--- src/lane_sync_pkg.sv ---
`default_nettype none
package lane_sync_pkg;
    localparam int          ADDR_W         = 8;
    // byte addresses of the register window
    localparam logic [7:0]  REG_CTRL       = 8'h00;
    localparam logic [7:0]  REG_CFG        = 8'h04;
    localparam logic [7:0]  REG_LINK       = 8'h08;
    localparam logic [7:0]  REG_IRQ_STAT   = 8'h0C;
    localparam logic [7:0]  REG_IRQ_MASK   = 8'h10;
    localparam logic [7:0]  REG_PHASE      = 8'h14;
    localparam logic [7:0]  REG_CMD        = 8'h18;
    localparam logic [7:0]  REG_ERR_BASE   = 8'h20;
    localparam logic [7:0]  REG_FLAG_BASE  = 8'h40;
    // control fields
    localparam int          CTRL_POLY_LSB  = 0;
    localparam int          CTRL_SCR_BIT   = 4;
    localparam int          CTRL_PROTO_BIT = 5;
    localparam int          CTRL_CTLE_LSB  = 8;
    localparam int          CTRL_LMASK_LSB = 12;
    localparam logic [31:0] CTRL_RESET     = 32'h0000_F001;
    // cfg fields: lanes-1, converters-1, multiframe octets
    localparam int          CFG_L_LSB      = 0;
    localparam int          CFG_M_LSB      = 8;
    localparam int          CFG_MF_LSB     = 16;
    localparam logic [31:0] CFG_RESET      = 32'h0020_0103;
    // command bits
    localparam int          CMD_CLR_BIT    = 0;
    localparam int          CMD_LATCH_BIT  = 1;
    localparam int          CMD_CAL_BIT    = 2;
    // interrupt bits
    localparam int          IRQ_UP         = 0;
    localparam int          IRQ_ALIGN_FAIL = 1;
    localparam int          IRQ_DATA_FAULT = 2;
    localparam int          IRQ_PRBS_ERR   = 3;
    localparam int          IRQ_W          = 4;
    // pattern codes; the far-end field uses 5 for order 23 on lane 0 only (other lanes stay order 7) and any other value for order 7
    localparam logic [2:0]  POLY_7         = 3'h1;
    localparam logic [2:0]  POLY_9         = 3'h2;
    localparam logic [2:0]  POLY_15        = 3'h3;
    localparam logic [2:0]  POLY_23        = 3'h4;
    localparam logic [2:0]  POLY_31        = 3'h5;
    // control characters
    localparam logic [7:0]  K_COMMA        = 8'hBC;
    localparam logic [7:0]  K_MF_END       = 8'h7C;
    localparam logic [7:0]  K_CFG_START    = 8'h9C;
    localparam logic [2:0]  COMMA_RUN      = 3'h4;
    localparam logic [2:0]  ILAS_MF        = 3'h4;
    localparam logic [2:0]  FAIL_MF        = 3'h6;
    localparam logic [6:0]  PHASE_CENTRE   = 7'h00;
    localparam int          PHASE_STEPS    = 128;
    localparam int          EYE_MIN_STEPS  = 4;
    typedef enum logic [1:0] {ST_CGS, ST_ILAS, ST_DATA} link_state_e;
endpackage
`default_nettype wire

--- src/lane_sync_check.sv ---
`default_nettype none
module lane_sync_check #(
    parameter int LANES = 4,
    parameter int CNT_W = 32
) (
    // clock and reset
    input  wire logic                              i_core_clk,
    input  wire logic                              i_sys_rst,
    // register port
    input  wire logic [lane_sync_pkg::ADDR_W-1:0] i_addr,
    input  wire logic [31:0]                       i_wr_data,
    input  wire logic                              i_wr_stb,
    input  wire logic                              i_rd_stb,
    output logic      [31:0]                       o_rd_data,
    // decoded lane octets from the deserialiser
    input  wire logic [LANES*8-1:0]                i_lane_data,
    input  wire logic [LANES-1:0]                  i_lane_is_k,
    input  wire logic [LANES-1:0]                  i_lane_valid,
    input  wire logic [LANES-1:0]                  i_lane_code_err,
    // link side
    output logic                                   o_sync_n,
    output logic [LANES*8-1:0]                     o_lane_data,
    output logic                                   o_data_phase,
    // analog front-end control
    output logic [6:0]                             o_sample_phase,
    output logic [LANES-1:0]                       o_phase_load,
    output logic [3:0]                             o_ctle_setting,
    // interrupt
    output logic                                   o_irq
);
    localparam int IRQ_W_T = lane_sync_pkg::IRQ_W;
    logic [31:0]              ctrl_q, cfg_q;
    logic [IRQ_W_T-1:0]       irq_stat_q, irq_mask_q;
    logic [6:0]               phase_q;
    lane_sync_pkg::link_state_e state_q;
    logic [2:0]               comma_run_q, mf_cnt_q, cfg_idx_q;
    logic [12:0]              ilas_oct_q;
    logic                     cfg_bad_q;
    logic [CNT_W-1:0]         err_cnt_q [LANES];
    logic [2:0]               flags_q [LANES];
    logic [LANES-1:0]         prbs_err, prbs_inv;
    logic [31:0]              rd_d;

    wire wr_cmd = i_wr_stb && i_addr == lane_sync_pkg::REG_CMD;
    wire clr_cmd = wr_cmd && i_wr_data[lane_sync_pkg::CMD_CLR_BIT];
    wire [LANES-1:0] lmask = ctrl_q[lane_sync_pkg::CTRL_LMASK_LSB +: LANES];
    wire [2:0] poly = ctrl_q[lane_sync_pkg::CTRL_POLY_LSB +: 3];
    wire [9:0] mf_len = cfg_q[lane_sync_pkg::CFG_MF_LSB +: 10];
    // six multiframes of octets, the ceiling on a failing alignment
    wire [12:0] fail_oct = 13'(mf_len) * 13'(lane_sync_pkg::FAIL_MF);

    // per-lane comma detection, all enabled lanes must agree
    logic [LANES-1:0] is_comma, is_mf_end, lane_bad;
    for (genvar l = 0; l < LANES; l++) begin : g_det
        assign is_comma[l]  = !lmask[l] || (i_lane_valid[l] && i_lane_is_k[l]
                              && i_lane_data[l*8 +: 8] == lane_sync_pkg::K_COMMA);
        assign is_mf_end[l] = i_lane_is_k[l] && i_lane_data[l*8 +: 8] == lane_sync_pkg::K_MF_END;
        assign lane_bad[l]  = lmask[l] && (!i_lane_valid[l] || i_lane_code_err[l]);
    end
    wire lead_k = i_lane_is_k[0];
    wire [7:0] lead_oct = i_lane_data[7:0];

    // link state machine; the far end keeps streaming commas, then alignment
    always_ff @(posedge i_core_clk) begin
        if (i_sys_rst) begin
            state_q     <= lane_sync_pkg::ST_CGS;
            o_sync_n    <= 1'b0;
            o_data_phase <= 1'b0;
            comma_run_q <= 3'h0;
            mf_cnt_q    <= 3'h0;
            cfg_idx_q   <= 3'h0;
            ilas_oct_q  <= 13'h0;
            cfg_bad_q   <= 1'b0;
        end else begin
            case (state_q)
                lane_sync_pkg::ST_CGS: begin
                    o_sync_n <= 1'b0;
                    if (&is_comma && comma_run_q == lane_sync_pkg::COMMA_RUN - 3'h1) begin
                        state_q    <= lane_sync_pkg::ST_ILAS;
                        o_sync_n   <= 1'b1;
                        mf_cnt_q   <= 3'h0;
                        cfg_idx_q  <= 3'h0;
                        ilas_oct_q <= 13'h0;
                        cfg_bad_q  <= 1'b0;
                    end
                    comma_run_q <= &is_comma ? comma_run_q + 3'h1 : 3'h0;
                end
                lane_sync_pkg::ST_ILAS: begin
                    ilas_oct_q <= ilas_oct_q + 13'h1;
                    if (is_mf_end[0])
                        mf_cnt_q <= mf_cnt_q + 3'h1;
                    // second multiframe carries the link parameters
                    if (mf_cnt_q == 3'h1 && lead_k && lead_oct == lane_sync_pkg::K_CFG_START) begin
                        cfg_idx_q <= 3'h1;
                    end else if (cfg_idx_q == 3'h1) begin
                        cfg_idx_q <= 3'h2;
                        if (lead_oct[4:0] != cfg_q[lane_sync_pkg::CFG_L_LSB +: 5])
                            cfg_bad_q <= 1'b1;
                    end else if (cfg_idx_q == 3'h2) begin
                        cfg_idx_q <= 3'h3;
                        if (lead_oct != cfg_q[lane_sync_pkg::CFG_M_LSB +: 8])
                            cfg_bad_q <= 1'b1;
                    end
                    // compare on count plus one so a zero multiframe length fails at once
                    if (cfg_bad_q || |lane_bad || ilas_oct_q + 13'h1 >= fail_oct) begin
                        state_q     <= lane_sync_pkg::ST_CGS;
                        o_sync_n    <= 1'b0;
                        comma_run_q <= 3'h0;
                    end else if (is_mf_end[0] && mf_cnt_q == lane_sync_pkg::ILAS_MF - 3'h1
                                 && cfg_idx_q == 3'h3) begin
                        state_q      <= lane_sync_pkg::ST_DATA;
                        o_data_phase <= 1'b1;
                    end
                end
                lane_sync_pkg::ST_DATA: begin
                    if (|lane_bad) begin
                        state_q     <= lane_sync_pkg::ST_CGS;
                        o_sync_n    <= 1'b0;
                        o_data_phase <= 1'b0;
                        comma_run_q <= 3'h0;
                    end
                end
                default: begin
                    state_q      <= lane_sync_pkg::ST_CGS;
                    o_sync_n     <= 1'b0;
                    o_data_phase <= 1'b0;
                end
            endcase
        end
    end

    // pattern checker taps, self-synchronising on the received stream
    function automatic logic [9:0] taps(input logic [2:0] sel);
        case (sel)
            lane_sync_pkg::POLY_9:  taps = {5'h08, 5'h04};
            lane_sync_pkg::POLY_15: taps = {5'h0E, 5'h0D};
            lane_sync_pkg::POLY_23: taps = {5'h16, 5'h11};
            lane_sync_pkg::POLY_31: taps = {5'h1E, 5'h1B};
            default:                taps = {5'h06, 5'h05};
        endcase
    endfunction
    wire [9:0] tp = taps(poly);

    for (genvar l = 0; l < LANES; l++) begin : g_lane
        logic [30:0] hist_q, hist_d;
        logic [14:0] scr_q, scr_d;
        logic [7:0]  mism, dscr;
        always_comb begin
            logic [30:0] h;
            logic [14:0] s;
            h = hist_q;
            s = scr_q;
            mism = 8'h00;
            dscr = 8'h00;
            for (int b = 7; b >= 0; b--) begin
                mism[b] = i_lane_data[l*8+b] ^ h[tp[9:5]] ^ h[tp[4:0]];
                h = {h[29:0], i_lane_data[l*8+b]};
                dscr[b] = i_lane_data[l*8+b] ^ s[14] ^ s[13];
                s = {s[13:0], i_lane_data[l*8+b]};
            end
            hist_d = h;
            scr_d  = s;
        end
        // inverted stream mismatches on every bit and is not counted
        assign prbs_inv[l] = mism == 8'hFF;
        assign prbs_err[l] = lmask[l] && i_lane_valid[l] && |mism && !prbs_inv[l];

        always_ff @(posedge i_core_clk) begin
            if (i_sys_rst) begin
                hist_q <= 31'h0;
                scr_q  <= 15'h0;
            end else if (i_lane_valid[l]) begin
                hist_q <= hist_d;
                scr_q  <= scr_d;
            end
        end
        always_ff @(posedge i_core_clk) begin
            if (i_sys_rst)
                o_lane_data[l*8 +: 8] <= 8'h00;
            else if (ctrl_q[lane_sync_pkg::CTRL_SCR_BIT] && o_data_phase)
                o_lane_data[l*8 +: 8] <= dscr;
            else
                o_lane_data[l*8 +: 8] <= i_lane_data[l*8 +: 8];
        end
        always_ff @(posedge i_core_clk) begin
            if (i_sys_rst || clr_cmd)
                err_cnt_q[l] <= '0;
            else if (prbs_err[l] && err_cnt_q[l] != {CNT_W{1'b1}})
                err_cnt_q[l] <= err_cnt_q[l] + 1'b1;
        end
        // sticky error flag: a fresh error beats a simultaneous clear
        always_ff @(posedge i_core_clk) begin
            if (i_sys_rst)
                flags_q[l] <= 3'h0;
            else begin
                flags_q[l][0] <= !clr_cmd && lmask[l] && i_lane_valid[l] && prbs_inv[l];
                flags_q[l][1] <= !clr_cmd && lane_bad[l];
                flags_q[l][2] <= (flags_q[l][2] && !clr_cmd) || prbs_err[l];
            end
        end
    end

    // register writes; cfg must match the far end
    always_ff @(posedge i_core_clk) begin
        if (i_sys_rst) begin
            ctrl_q     <= lane_sync_pkg::CTRL_RESET;
            cfg_q      <= lane_sync_pkg::CFG_RESET;
            irq_mask_q <= '0;
            phase_q    <= lane_sync_pkg::PHASE_CENTRE;
        end else if (i_wr_stb) begin
            case (i_addr)
                lane_sync_pkg::REG_CTRL:     ctrl_q     <= i_wr_data;
                lane_sync_pkg::REG_CFG:      cfg_q      <= i_wr_data;
                lane_sync_pkg::REG_IRQ_MASK: irq_mask_q <= i_wr_data[IRQ_W_T-1:0];
                lane_sync_pkg::REG_PHASE:    phase_q    <= i_wr_data[6:0];
                default: ;
            endcase
        end
    end

    // phase latch and calibration; software sweeps and judges the eye
    always_ff @(posedge i_core_clk) begin
        if (i_sys_rst) begin
            o_sample_phase <= lane_sync_pkg::PHASE_CENTRE;
            o_phase_load   <= '0;
            o_ctle_setting <= 4'h0;
        end else begin
            o_phase_load <= '0;
            if (wr_cmd && i_wr_data[lane_sync_pkg::CMD_CAL_BIT]
                && ctrl_q[lane_sync_pkg::CTRL_PROTO_BIT]) begin
                o_ctle_setting <= ctrl_q[lane_sync_pkg::CTRL_CTLE_LSB +: 4];
                o_sample_phase <= lane_sync_pkg::PHASE_CENTRE;
                o_phase_load   <= lmask;
            end else if (wr_cmd && i_wr_data[lane_sync_pkg::CMD_LATCH_BIT]) begin
                o_sample_phase <= phase_q;
                o_phase_load   <= i_wr_data[8 +: LANES];
            end
        end
    end

    // interrupts: set beats a simultaneous write-one clear
    logic [IRQ_W_T-1:0] irq_set;
    always_comb begin
        irq_set = '0;
        irq_set[lane_sync_pkg::IRQ_UP] = state_q == lane_sync_pkg::ST_ILAS && state_q != lane_sync_pkg::ST_DATA
            && is_mf_end[0] && mf_cnt_q == lane_sync_pkg::ILAS_MF - 3'h1 && cfg_idx_q == 3'h3
            && !cfg_bad_q && !(|lane_bad) && ilas_oct_q + 13'h1 < fail_oct;
        irq_set[lane_sync_pkg::IRQ_ALIGN_FAIL] = state_q == lane_sync_pkg::ST_ILAS
            && (cfg_bad_q || |lane_bad || ilas_oct_q + 13'h1 >= fail_oct);
        irq_set[lane_sync_pkg::IRQ_DATA_FAULT] = o_data_phase && |lane_bad;
        irq_set[lane_sync_pkg::IRQ_PRBS_ERR] = |prbs_err;
    end
    always_ff @(posedge i_core_clk) begin
        if (i_sys_rst) begin
            irq_stat_q <= '0;
            o_irq      <= 1'b0;
        end else begin
            if (i_wr_stb && i_addr == lane_sync_pkg::REG_IRQ_STAT)
                irq_stat_q <= (irq_stat_q & ~i_wr_data[IRQ_W_T-1:0]) | irq_set;
            else
                irq_stat_q <= irq_stat_q | irq_set;
            o_irq <= |(irq_stat_q & irq_mask_q);
        end
    end

    // read mux, unmapped reads as zero
    always_comb begin
        rd_d = 32'h0;
        case (i_addr)
            lane_sync_pkg::REG_CTRL:     rd_d = ctrl_q;
            lane_sync_pkg::REG_CFG:      rd_d = cfg_q;
            lane_sync_pkg::REG_LINK:     rd_d = {29'h0, o_sync_n, 2'(state_q)};
            lane_sync_pkg::REG_IRQ_STAT: rd_d = 32'(irq_stat_q);
            lane_sync_pkg::REG_IRQ_MASK: rd_d = 32'(irq_mask_q);
            lane_sync_pkg::REG_PHASE:    rd_d = {25'h0, phase_q};
            default: begin
                for (int l = 0; l < LANES; l++) begin
                    if (i_addr == lane_sync_pkg::REG_ERR_BASE + 8'(4*l))
                        rd_d = 32'(err_cnt_q[l]);
                    if (i_addr == lane_sync_pkg::REG_FLAG_BASE + 8'(4*l))
                        rd_d = {29'h0, flags_q[l]};
                end
            end
        endcase
    end
    always_ff @(posedge i_core_clk) begin
        if (i_sys_rst)
            o_rd_data <= 32'h0;
        else if (i_rd_stb)
            o_rd_data <= rd_d;
        else
            o_rd_data <= 32'h0;
    end

    AST_SYNC_LOW_CGS: assert property (@(posedge i_core_clk) disable iff (i_sys_rst)
        state_q == lane_sync_pkg::ST_CGS |-> !o_sync_n) else $error("request high in sync phase");
    AST_RELEASE_RUN: assert property (@(posedge i_core_clk) disable iff (i_sys_rst)
        $rose(o_sync_n) |-> $past(comma_run_q) == 3'h3 && $past(&is_comma)) else $error("early release");
    AST_FAIL_BOUND: assert property (@(posedge i_core_clk) disable iff (i_sys_rst)
        state_q == lane_sync_pkg::ST_ILAS |-> ilas_oct_q < fail_oct) else $error("alignment overran");
    AST_MISMATCH: assert property (@(posedge i_core_clk) disable iff (i_sys_rst)
        state_q == lane_sync_pkg::ST_ILAS && cfg_bad_q |=> state_q == lane_sync_pkg::ST_CGS && !o_sync_n)
        else $error("mismatch reached data");
    AST_DATA_FAULT: assert property (@(posedge i_core_clk) disable iff (i_sys_rst)
        o_data_phase && |lane_bad |=> state_q == lane_sync_pkg::ST_CGS ##1 !o_sync_n)
        else $error("fault did not resync");
    AST_CNT_CLEAR: assert property (@(posedge i_core_clk) disable iff (i_sys_rst)
        clr_cmd |=> err_cnt_q[0] == '0 && flags_q[0][1:0] == 2'h0 && flags_q[0][2] == $past(prbs_err[0]))
        else $error("clear failed");
    AST_CNT_INC: assert property (@(posedge i_core_clk) disable iff (i_sys_rst)
        prbs_err[0] && !clr_cmd && err_cnt_q[0] < 32'(CNT_W'(100)) |=> err_cnt_q[0] == $past(err_cnt_q[0]) + 1'b1)
        else $error("counter missed error");
    AST_FLAG_ERR: assert property (@(posedge i_core_clk) disable iff (i_sys_rst)
        prbs_err[0] |=> flags_q[0][2]) else $error("lane error flag missing");
    AST_FLAG_STICKY: assert property (@(posedge i_core_clk) disable iff (i_sys_rst)
        flags_q[0][2] && !clr_cmd |=> flags_q[0][2]) else $error("lane error flag dropped");
    AST_PHASE_LATCH: assert property (@(posedge i_core_clk) disable iff (i_sys_rst)
        wr_cmd && i_wr_data[lane_sync_pkg::CMD_LATCH_BIT] && !i_wr_data[lane_sync_pkg::CMD_CAL_BIT]
        |=> o_sample_phase == $past(phase_q) && o_phase_load == $past(i_wr_data[8 +: LANES]))
        else $error("phase not latched");
    AST_DEFAULT_POLY: assert property (@(posedge i_core_clk)
        $fell(i_sys_rst) |-> poly == lane_sync_pkg::POLY_7) else $error("default pattern not order 7");
    AST_IRQ: assert property (@(posedge i_core_clk) disable iff (i_sys_rst)
        ##1 o_irq == $past(|(irq_stat_q & irq_mask_q))) else $error("irq mismatch");
endmodule
`default_nettype wire

--- config.mk ---
export PLATFORM = sky130hd
export DESIGN_NAME = lane_sync_check
export DESIGN_NICKNAME = d
export VERILOG_FILES = /design/src/lane_sync_pkg.sv /design/src/lane_sync_check.sv
export SDC_FILE = /design/constraint.sdc
export NUM_CORES = 1
export LEC_CHECK = 0
export BUFFER_PORTS_ARGS = -buffer_cell sky130_fd_sc_hd__buf_2
export CAP_MARGIN = 25
export CORE_ASPECT_RATIO = 0.5
export CORE_UTILIZATION = 55
export DETAILED_ROUTE_END_ITERATION = 7
export PLACE_DENSITY_LB_ADDON = 0.25
export SLEW_MARGIN = 20
export SYNTH_ARGS = -nofsm -noshare
export SYNTH_HDL_FRONTEND = slang
export SYNTH_SLANG_ARGS = --single-unit
--- constraint.sdc ---
create_clock -name i_core_clk -period 10.4 [get_ports i_core_clk]
set_clock_uncertainty 0.05 [all_clocks]
set_input_delay 0.52 -clock i_core_clk [delete_from_list [all_inputs] [get_ports i_core_clk]]
set_output_delay 0.52 -clock i_core_clk [all_outputs]
set_load 0.01 [all_outputs]
==> results.cfg, run 1 <==
[layout]
drive_gt1_share_pct = 10.9
finish.instance_area_um2 = 27200
num-nets-final = 2954
fillCellCount = 3895
syn2layout_area_growth_pct = 9.23

[floorplanning]
coreArea_um2 = 44100
dieArea_um2 = 46100
dieWidth_um = 303
row_count = 54
die_y_um = 152
start_util_pct = 56.4
pin_count = 170

[critical_path]
reg2reg_depth = 10
timing.rr.start = ctrl_q[0]
cp.arrival_ns = 5.18
path_delay_family = simple AND/OR/NAND/NOR gates
timing.critical_path.mode_cell = nor4_1
critPathLaunchType = register
slowest_stage = dfxtp_4
crit_fanout = 56
timing.rr.end = err_cnt_q[0][6]
crit_required_ns = 10.61
cp_num_buf_inv = 2
path_cells = clkinv_1 -> a211oi_1 -> nor4_1 -> or3_1 -> nand3_1 -> nor4_1 -> or3b_1 -> a31oi_1 -> nand2b_1 -> buf_4
critPathCaptureType = register
reg2reg_slack_ns = 5.43
crit_type = reg -> reg
max_stage_delay_ns = 0.84

[yosys]
yosysWarningCount = 0
synthesis.area_um2 = 24900
synth_cells = 2796
async_flop_share_pct = 0
synth_cell_types = 81
yosys-top-cells-area = dfxtp_1, edfxtp_1, mux2i_1
syn_nets = 2925
synth_top_area_share_pct = 25.8
ys_ff_latch = 449
synth_top_flop_cell = dfxtp_1
seq_area_frac_synth_pct = 41.3
synth_area_leader_cell = dfxtp_1
syn_avg_cell_area_um2 = 8.90
synth-edff-count = 128

[clock_network]
cts_hold_buf = 0
clkSlewWorstSetupHoldPaths_ns = 0.07
htreeDepth = 2
worstSkewPairLatency_ns = 0.58
cts_buffers = 42
cts.sinks = 449
cts_max_path_buffers = 3
cts_resized = 0
cts_tree = built
root_buffer = clkbuf_16
cts_setup_buffers = 0

[timing]
slew_headroom_pct = 33.5
setup_viol = 0
fin_crit_sh_pct = 47.8
hold_viol = 0
whs_ns = 0.136
worst_pin_slew_ns = 0.995
fin_tns_setup_ns = 0
maxSlewViolCount = 0
period_needed_ns = 4.97
max_clock_freq_mhz = 201
rsz0062_at_grt = false

[global_routing]
grt_max_degree = 137
grt_use_total_pct = 29.6
antenna_found_initial = 2
grt_pass1_wl_um = 110000
grt_pass1_vias = 19400
gr-total-overflow = 0

[placement]
routabilityCongestion = 0.962
hpwl_um = 48000
placed_area_um2 = 25700
io_buffers = 169

[drt]
viasPerCell = 6.16
drc = 0
vias = 21200
first_iter_violations = 2446
ant_nets = 0
wl_per_cell_um = 20.3
dr.pass1.iters = 5
wirelength_um = 69800

[power]
peakVddDrop_mv = 0.106
power.leakage_nw = 10.4
power.density_nw_per_um2 = 143
power_mw = 3.87

[worst_hold_path]
hold_path_depth = 3
hold_end = cfg_q[21]
hold_class = in -> reg
min_from = i_wr_data[21]

[status]
outcome = finished, final reports clean

[run]
drv_cap = 0
## cells in the mapped netlist, types with 11 or more instances
| cell type | n |
|---|---|
| a31oi_1 | 44 |
| or3_1 | 40 |
| nand4_1 | 43 |
| clkbuf_1 | 148 |
| nor3_1 | 26 |
| xnor2_1 | 134 |
| buf_4 | 12 |
| nand2_1 | 244 |
| nor2_1 | 363 |
| nand3_1 | 78 |
| nor2b_1 | 24 |
| a22oi_1 | 106 |
| o211ai_1 | 11 |
| nor4_1 | 50 |
| a221oi_1 | 12 |
| ha_1 | 40 |
| o21ai_0 | 75 |
| a21oi_1 | 183 |
| and3_1 | 39 |
| and2_1 | 13 |
| xor2_1 | 105 |
| nand3b_1 | 14 |
| buf_2 | 27 |
| inv_1 | 43 |
| nand2b_1 | 36 |
| edfxtp_1 | 128 |
| a211oi_1 | 23 |
| mux2i_1 | 207 |
| buf_1 | 14 |
| dfxtp_1 | 321 |
| buf_6 | 16 |
## worst max path at each step
| stage | start | end | slack (ns) | depth (start not counted) |
|---|---|---|---|---|
| floorplan | ctrl_q[0] | err_cnt_q[3][0] | 6.18 | 14 |
| global route | ctrl_q[0] | err_cnt_q[0][2] | 5.10 | 10 |
| detailed placement | ctrl_q[0] | err_cnt_q[0][14] | 5.48 | 10 |
| global placement | ctrl_q[0] | err_cnt_q[0][0] | 5.61 | 10 |
| finish | ctrl_q[0] | err_cnt_q[0][6] | 5.43 | 10 |
| CTS | ctrl_q[0] | err_cnt_q[0][6] | 5.51 | 10 |
## layout by cell type, fill, tap and decap left out, types with 11 or more instances in the layout
| master | n |
|---|---|
| nor2_1 | 357 |
| dfxtp_1 | 318 |
| nand2_1 | 243 |
| mux2i_1 | 207 |
| a21oi_1 | 183 |
| buf_2 | 169 |
| xnor2_1 | 134 |
| edfxtp_1 | 128 |
| a22oi_1 | 106 |
| xor2_1 | 105 |
| nand3_1 | 78 |
| o21ai_0 | 75 |
| nor4_1 | 50 |
| a31oi_1 | 44 |
| clkbuf_16 | 44 |
| inv_1 | 43 |
| nand4_1 | 43 |
| or3_1 | 40 |
| ha_1 | 40 |
| and3_1 | 38 |
| nand2b_1 | 36 |
| buf_4 | 32 |
| nor3_1 | 26 |
| nor2b_1 | 24 |
| a211oi_1 | 23 |
| nand3b_1 | 14 |
| and2_1 | 13 |
| a221oi_1 | 12 |
| o211ai_1 | 11 |
## state kept, by name, summed over array words and instances, names as in the netlist
signal          count
o_rd_data          32
state_q             2
comma_run_q         3
o_phase_load        4
o_data_phase        1
cfg_q              32
o_sample_phase      7
flags_q            12
irq_stat_q          4
err_cnt_q         128
o_lane_data        32
phase_q             7
cfg_idx_q           2
mf_cnt_q            3
o_ctle_setting      4
irq_mask_q          4
o_irq               1
cfg_bad_q           1
ilas_oct_q         13
o_sync_n            1
g_lane.hist_q     124
ctrl_q             32
## power breakdown
part | switching (mW) | total [mW] | internal, mW
clock | 0.705 | 1.62 | 0.919
combinational | 0.179 | 0.305 | 0.125
sequential | 0.0828 | 1.95 | 1.86
## kinds of logic (layout without fill, tap and decap cells)
kind of cell	Yosys count	count (layout)	synth area share, %
AND/OR/NAND/NOR	1016	1016	19.4
XOR/XNOR	243	243	8.80
buffers and inverters	264	324	4.83
other	0	1	0
multiplexers	218	218	8.83
AO/OA/AOI/OAI	565	565	14.8
adder cells (fa/ha/maj)	41	41	2.09
flip-flops	449	449	41.3
## cell type report
type                    count  area, µm²  share of cell area (%)
diodes                      1       2.50                 0.00921
clock buffers              62       1260                    4.64
clock inverters            13        166                   0.612
inverters                  45        169                   0.621
multi-input cells        2083      13400                    49.4
flip-flops and latches    449      10300                    37.8
well taps                 588        736                    2.71
repair buffers            204       1130                    4.15
## per-layer routing
layer  routed length (µm)  global-route usage (%)  part of all wire (%)
met1                30200                    40.8                    43
met2                31700                    46.4                    45
met3                 5530                    5.23                   7.9
met4                 2370                    11.0                   3.4
met5                    0                       0                     0
## stage by stage
step / util (%) / std cells / setup WS (ns)
finish: 61.6 / 3445 / 5.43
global route: 61.6 / 3445 / 5.10
CTS: 61.5 / 3442 / 5.51
detailed placement: 58.3 / 3367 / 5.48
global placement: 58.3 / 3366 / 5.61
floorplan: - / 2796 / 6.18
## worst register-to-register path, delay by kind of cell (launching register included)
family	cells	cell delay, ns
buffers and inverters	2	1.22
and+or+nand+nor	6	1.79
AOI/OAI and AO/OA	2	0.76
DFF	1	0.84
(Power assumes the default switching activity.)
==> run 2, diff against run 1 <==
==> constraint.sdc (replaced) <==
create_clock -name i_core_clk -period 5.1 [get_ports i_core_clk]
set_clock_uncertainty 0.05 [all_clocks]
set_input_delay 0.255 -clock i_core_clk [delete_from_list [all_inputs] [get_ports i_core_clk]]
set_output_delay 0.255 -clock i_core_clk [all_outputs]
set_load 0.01 [all_outputs]
==> results.cfg, run 2 (same netlist as run 1, synthesis figures left out) <==
[layout]
finish.instance_area_um2 = 27600
largest_reg_flops = 128
largestRegisters = err_cnt_q (128), g_lane.hist_q (124)
final_cell_mix = nor2_1, dfxtp_1, nand2_1
syn2layout_area_growth_pct = 11.1
diodes = 0
final_common_cell = nor2_1
fin_cells = 3504
num-nets-final = 3015
drive_gt1_share_pct = 10.7
seq_area_um2 = 10300
largest-register = err_cnt_q
fillCellCount = 3741
multi_input_area_um2 = 13400

[critical_path]
critPathCaptureType = register
timing.critical_path.mode_cell = o21ai_0
path_delay_family = compound AO/OA/AOI/OAI gates
cp.arrival_ns = 4.76
cp_num_buf_inv = 3
crit_required_ns = 5.49
slowest_stage = fa_1
crit_type = reg -> reg
path_cells = ha_1 -> inv_1 -> fa_1 -> inv_1 -> a21oi_1 -> o21ai_0 -> and2_1 -> o21ai_0 -> nand2b_1 -> a21o_1 -> a21o_1 -> xor2_1 -> ha_1 -> nor2b_1 -> o21ai_0 -> nand2b_1 -> a2111oi_0 -> buf_4 -> a31oi_1 -> o31ai_1 -> mux2_2
critPathLaunchType = register
crit_fanout = 5
max_stage_delay_ns = 0.41

[floorplanning]
dieWidth_um = 303
pin_count = 170
coreArea_um2 = 44100
die_y_um = 152
row_count = 54
dieArea_um2 = 46100
start_util_pct = 56.4

[placement]
hpwl_um = 48100
numPlacedInstances = 3379
routabilityCongestion = 0.941
io_buffers = 169
placed_area_um2 = 25800

[timing]
fin_crit_sh_pct = 85.6
worst_pin_slew_ns = 1.02
maxSlewViolCount = 0
setup_viol = 0
whs_ns = 0.0228
max_clock_freq_mhz = 229
fin_tns_setup_ns = 0
rsz0062_at_grt = false
period_needed_ns = 4.37
slew_headroom_pct = 32.2
hold_viol = 0

[drt]
wl_per_cell_um = 20.0
wirelength_um = 69900
dr.pass1.iters = 7
vias = 21600
ant_nets = 0
drc = 0
viasPerCell = 6.15
first_iter_violations = 2296

[power]
p_int_mw = 5.79
power.share.sequential_pct = 51.5
power.leakage_nw = 10.6
peakVddDrop_mv = 0.200
sw_frac_of_total_pct = 24.9
switchingPower_mw = 1.92
power.density_nw_per_um2 = 279
power.share.combinational_pct = 8.5
p_clk_share_pct = 40.0
power_mw = 7.70

[clock_network]
htreeDepth = 2
cts_buffers = 41
cts_max_path_buffers = 3
root_buffer = clkbuf_16
cts.sinks = 449
worstSkewPairLatency_ns = 0.56
clkSlewWorstSetupHoldPaths_ns = 0.07
cts_tree = built

[global_routing]
grt_use_total_pct = 29.6
antenna_found_initial = 1
grt_max_degree = 119
grt_pass1_wl_um = 110000
grt_pass1_vias = 20100
gr-total-overflow = 0

[worst_hold_path]
hold_class = in -> reg

[status]
outcome = finished, final reports clean

[run]
drv_cap = 0
run 2: cell count changes in the layout (fill, tap and decap cells not counted), moves of 2 or more:
| cell | previous run | this run |
|---|---|---|
| bufinv_16 | 3 | 1 |
| clkinv_1 | 1 | 4 |
| clkinv_8 | 2 | 0 |
| inv_6 | 0 | 2 |
| clkinv_2 | 6 | 3 |
| dlygate4sd3_1 | 0 | 52 |
| clkbuf_8 | 10 | 8 |
| clkbuf_1 | 7 | 12 |
| buf_4 | 32 | 44 |
run 2: per-layer routing:
metal | vias to the layer above | share of wire, % | global-route usage (%)
li1 | 10200 | - | -
met1 | 10400 | 43 | 40.0
met2 | 870 | 47 | 47.8
met3 | 139 | 7.5 | 5.30
met4 | 2 | 3.1 | 9.62
met5 | - | 0.019 | 0
run 2: worst register-to-register path, delay by kind of cell (launching register included):
| kind | cells | cell delay, ns |
|---|---|---|
| xor gates and xnor gates | 1 | 0.18 |
| muxes | 1 | 0.40 |
| DFF | 1 | 0.40 |
| and+or+nand+nor | 4 | 0.48 |
| buffers and inverters | 3 | 0.33 |
| adders and majority gates | 3 | 0.88 |
| AOI/OAI and AO/OA | 9 | 1.53 |
run 2: what timing repair did:
item,4_1_cts,5_1_grt
setup buffers,0,0
gates resized for setup,0,0
hold buffers,51,1
hold endpoints to repair,102,1
run 2: path summary, 6_finish.rpt:
check | from | to | slack (ns) | cells past startpoint
worst max register to register | cfg_q[17] | comma_run_q[2] | 0.73 | 21
worst min register to register | cfg_q[28] | cfg_q[28] | 0.41 | 2
worst max-delay path | cfg_q[17] | comma_run_q[2] | 0.73 | 21
worst min-delay path | i_lane_code_err[3] | flags_q[1][4] | 0.02 | 3
run 2: area by class of cell:
cell class	instances	area share, %
Clock buffer	63	4.42
Sequential cell	449	37.2
Clock inverter	10	0.290
Timing Repair Buffer	266	6.24
Inverter	45	0.611
Tap cell	588	2.66
Multi-Input combinational cell	2083	48.6
run 2: power groups by stage:
stage | combinational [mW] | clock [mW] | sequential, mW
global route | 0.713 | 3.26 | 3.98
floorplan | 0.458 | 0 | 3.98
global placement | 0.599 | 0 | 4.04
finish | 0.656 | 3.08 | 3.97
detailed placement | 0.615 | 0 | 4.04
CTS | 0.648 | 3.13 | 3.96
run 2: through the flow:
step | util [%] | setup slack [ns]
after global placement | 58.5 | 0.956
after global routing | 62.7 | 0.405
final | 62.7 | 0.735
after detailed placement | 58.5 | 0.827
after floorplan | - | 0.879
after CTS | 62.6 | 0.774
==> run 3, diff against run 2 <==
--- a/config.mk
+++ b/config.mk
@@ -11,6 +11,7 @@
 export CORE_UTILIZATION = 55
 export DETAILED_ROUTE_END_ITERATION = 7
 export PLACE_DENSITY_LB_ADDON = 0.25
+export RECOVER_POWER = 50
 export SLEW_MARGIN = 20
 export SYNTH_ARGS = -nofsm -noshare
 export SYNTH_HDL_FRONTEND = slang
==> results.cfg, run 3 (same netlist as run 1, synthesis figures left out) <==
[status]
outcome = complete, but fails checks
violations = max-capacitance violations, max-slew violations

[worst_hold_path]
min_from = i_lane_data[1]
hold_path_depth = 3
hold_class = in -> reg
hold_end = o_lane_data[1]

[layout]
multi_input_area_um2 = 13400
largestRegisters = err_cnt_q (128), g_lane.hist_q (124)
largest-register = err_cnt_q
diodes = 0
utilization_pct = 62.4
fin_cells = 3504
seq_area_um2 = 10300
syn2layout_area_growth_pct = 10.6
final_common_cell = nor2_1
largest_reg_flops = 128
drive_gt1_share_pct = 7.61
num-nets-final = 3015
fillCellCount = 3796
final_cell_mix = nor2_1, dfxtp_1, nand2_1

[clock_network]
cts_resized = 0
clkSlewWorstSetupHoldPaths_ns = 0.07
worstSkewPairLatency_ns = 0.56
cts_max_path_buffers = 3
cts_tree = built
cts_setup_buffers = 0
htreeDepth = 2
cts.sinks = 449
root_buffer = clkbuf_16
cts_buffers = 41
cts_hold_buf = 51

[floorplanning]
row_count = 54
dieWidth_um = 303
pin_count = 170
dieArea_um2 = 46100
start_util_pct = 56.4
die_y_um = 152
coreArea_um2 = 44100

[placement]
routabilityCongestion = 0.941
numPlacedInstances = 3379
place_ws_ns = 0.827
hpwl_um = 48100
io_buffers = 169

[global_routing]
grt_max_degree = 119
gr-total-overflow = 0
grt_pass1_wl_um = 110000
grt_pass1_vias = 20100
grt_use_total_pct = 29.6
antenna_found_initial = 2

[power]
power.density_nw_per_um2 = 280
power.leakage_nw = 10.3
peakVddDrop_mv = 0.200
power_mw = 7.70

[critical_path]
critPathCaptureType = register
critPathLaunchType = register
cp.arrival_ns = 4.76
timing.rr.end = comma_run_q[2]
crit_type = reg -> reg
reg2reg_depth = 21
reg2reg_slack_ns = 0.74
crit_required_ns = 5.50
timing.rr.start = cfg_q[17]
crit_fanout = 5

[timing]
hold_viol = 0
setup_viol = 0
period_needed_ns = 4.36
slew_headroom_pct = -90.5
rsz0062_at_grt = false
fin_tns_setup_ns = 0
setup_ws_ns = 0.740
max_clock_freq_mhz = 229
maxSlewViolCount = 373
worst_pin_slew_ns = 2.86
fin_crit_sh_pct = 85.5

[drt]
dr.pass1.iters = 8
first_iter_violations = 2424
vias = 21500
viasPerCell = 6.14
wirelength_um = 69900
wl_per_cell_um = 20.0
ant_nets = 0
drc = 0

[run]
drv_cap = 6
==> run 3: worst max path at each step <==
stage	from	end	depth (start not counted)
final	cfg_q[17]	comma_run_q[2]	21
after global placement	cfg_q[17]	comma_run_q[0]	21
after CTS	cfg_q[17]	comma_run_q[2]	21
after global routing	i_sys_rst	o_sample_phase[1]	4
after detailed placement	cfg_q[17]	comma_run_q[2]	21
after floorplan	ctrl_q[0]	err_cnt_q[3][0]	14
==> run 3: metal layers <==
metal / wire (µm) / up-vias / global-route usage (%)
met4: 2310 / 2 / 9.62
met2: 32300 / 857 / 47.8
met1: 30000 / 10300 / 40.0
met3: 5360 / 155 / 5.30
li1: - / 10200 / -
met5: 13 / - / 0
==> run 3: power by group <==
group          leakage, nW  internal (mW)  switching, mW
Combinational         5.59          0.282          0.373
Sequential            4.03           3.80          0.168
Clock                0.643           1.71           1.37
Total                 10.3           5.79           1.91
==> run 3: worst max-delay path: stages, from the launching register on <==
cell and delay, ns:
dfxtp_1 0.40, ha_1 0.20, inv_1 0.06, fa_1 0.41, inv_1 0.07, a21oi_1 0.05, o21ai_0 0.25, and2_1 0.16
o21ai_0 0.07, nand2b_1 0.12, a21o_1 0.14, a21o_1 0.14, xor2_1 0.18, ha_1 0.27, nor2b_1 0.13, o21ai_0 0.15
nand2b_1 0.07, a2111oi_0 0.40, buf_4 0.20, a31oi_1 0.11, o31ai_1 0.22, mux2_2 0.40
==> run 3: final cells by class <==
type	count	share of cell area, %
Sequential cell	449	37.4
Timing Repair Buffer	266	5.79
Multi-Input combinational cell	2083	48.8
Clock inverter	10	0.291
Tap cell	588	2.67
Clock buffer	63	4.44
Inverter	45	0.614
==> run 3: per-stage QoR <==
| stage | hold slack [ns] | cell area (µm²) |
|---|---|---|
| floorplan | 0.326 | 24900 |
| global placement | 0.393 | 25800 |
| detailed placement | 0.397 | 25800 |
| CTS | 0.000687 | 27600 |
| global route | 0.0241 | 27500 |
| finish | 0.0202 | 27500 |
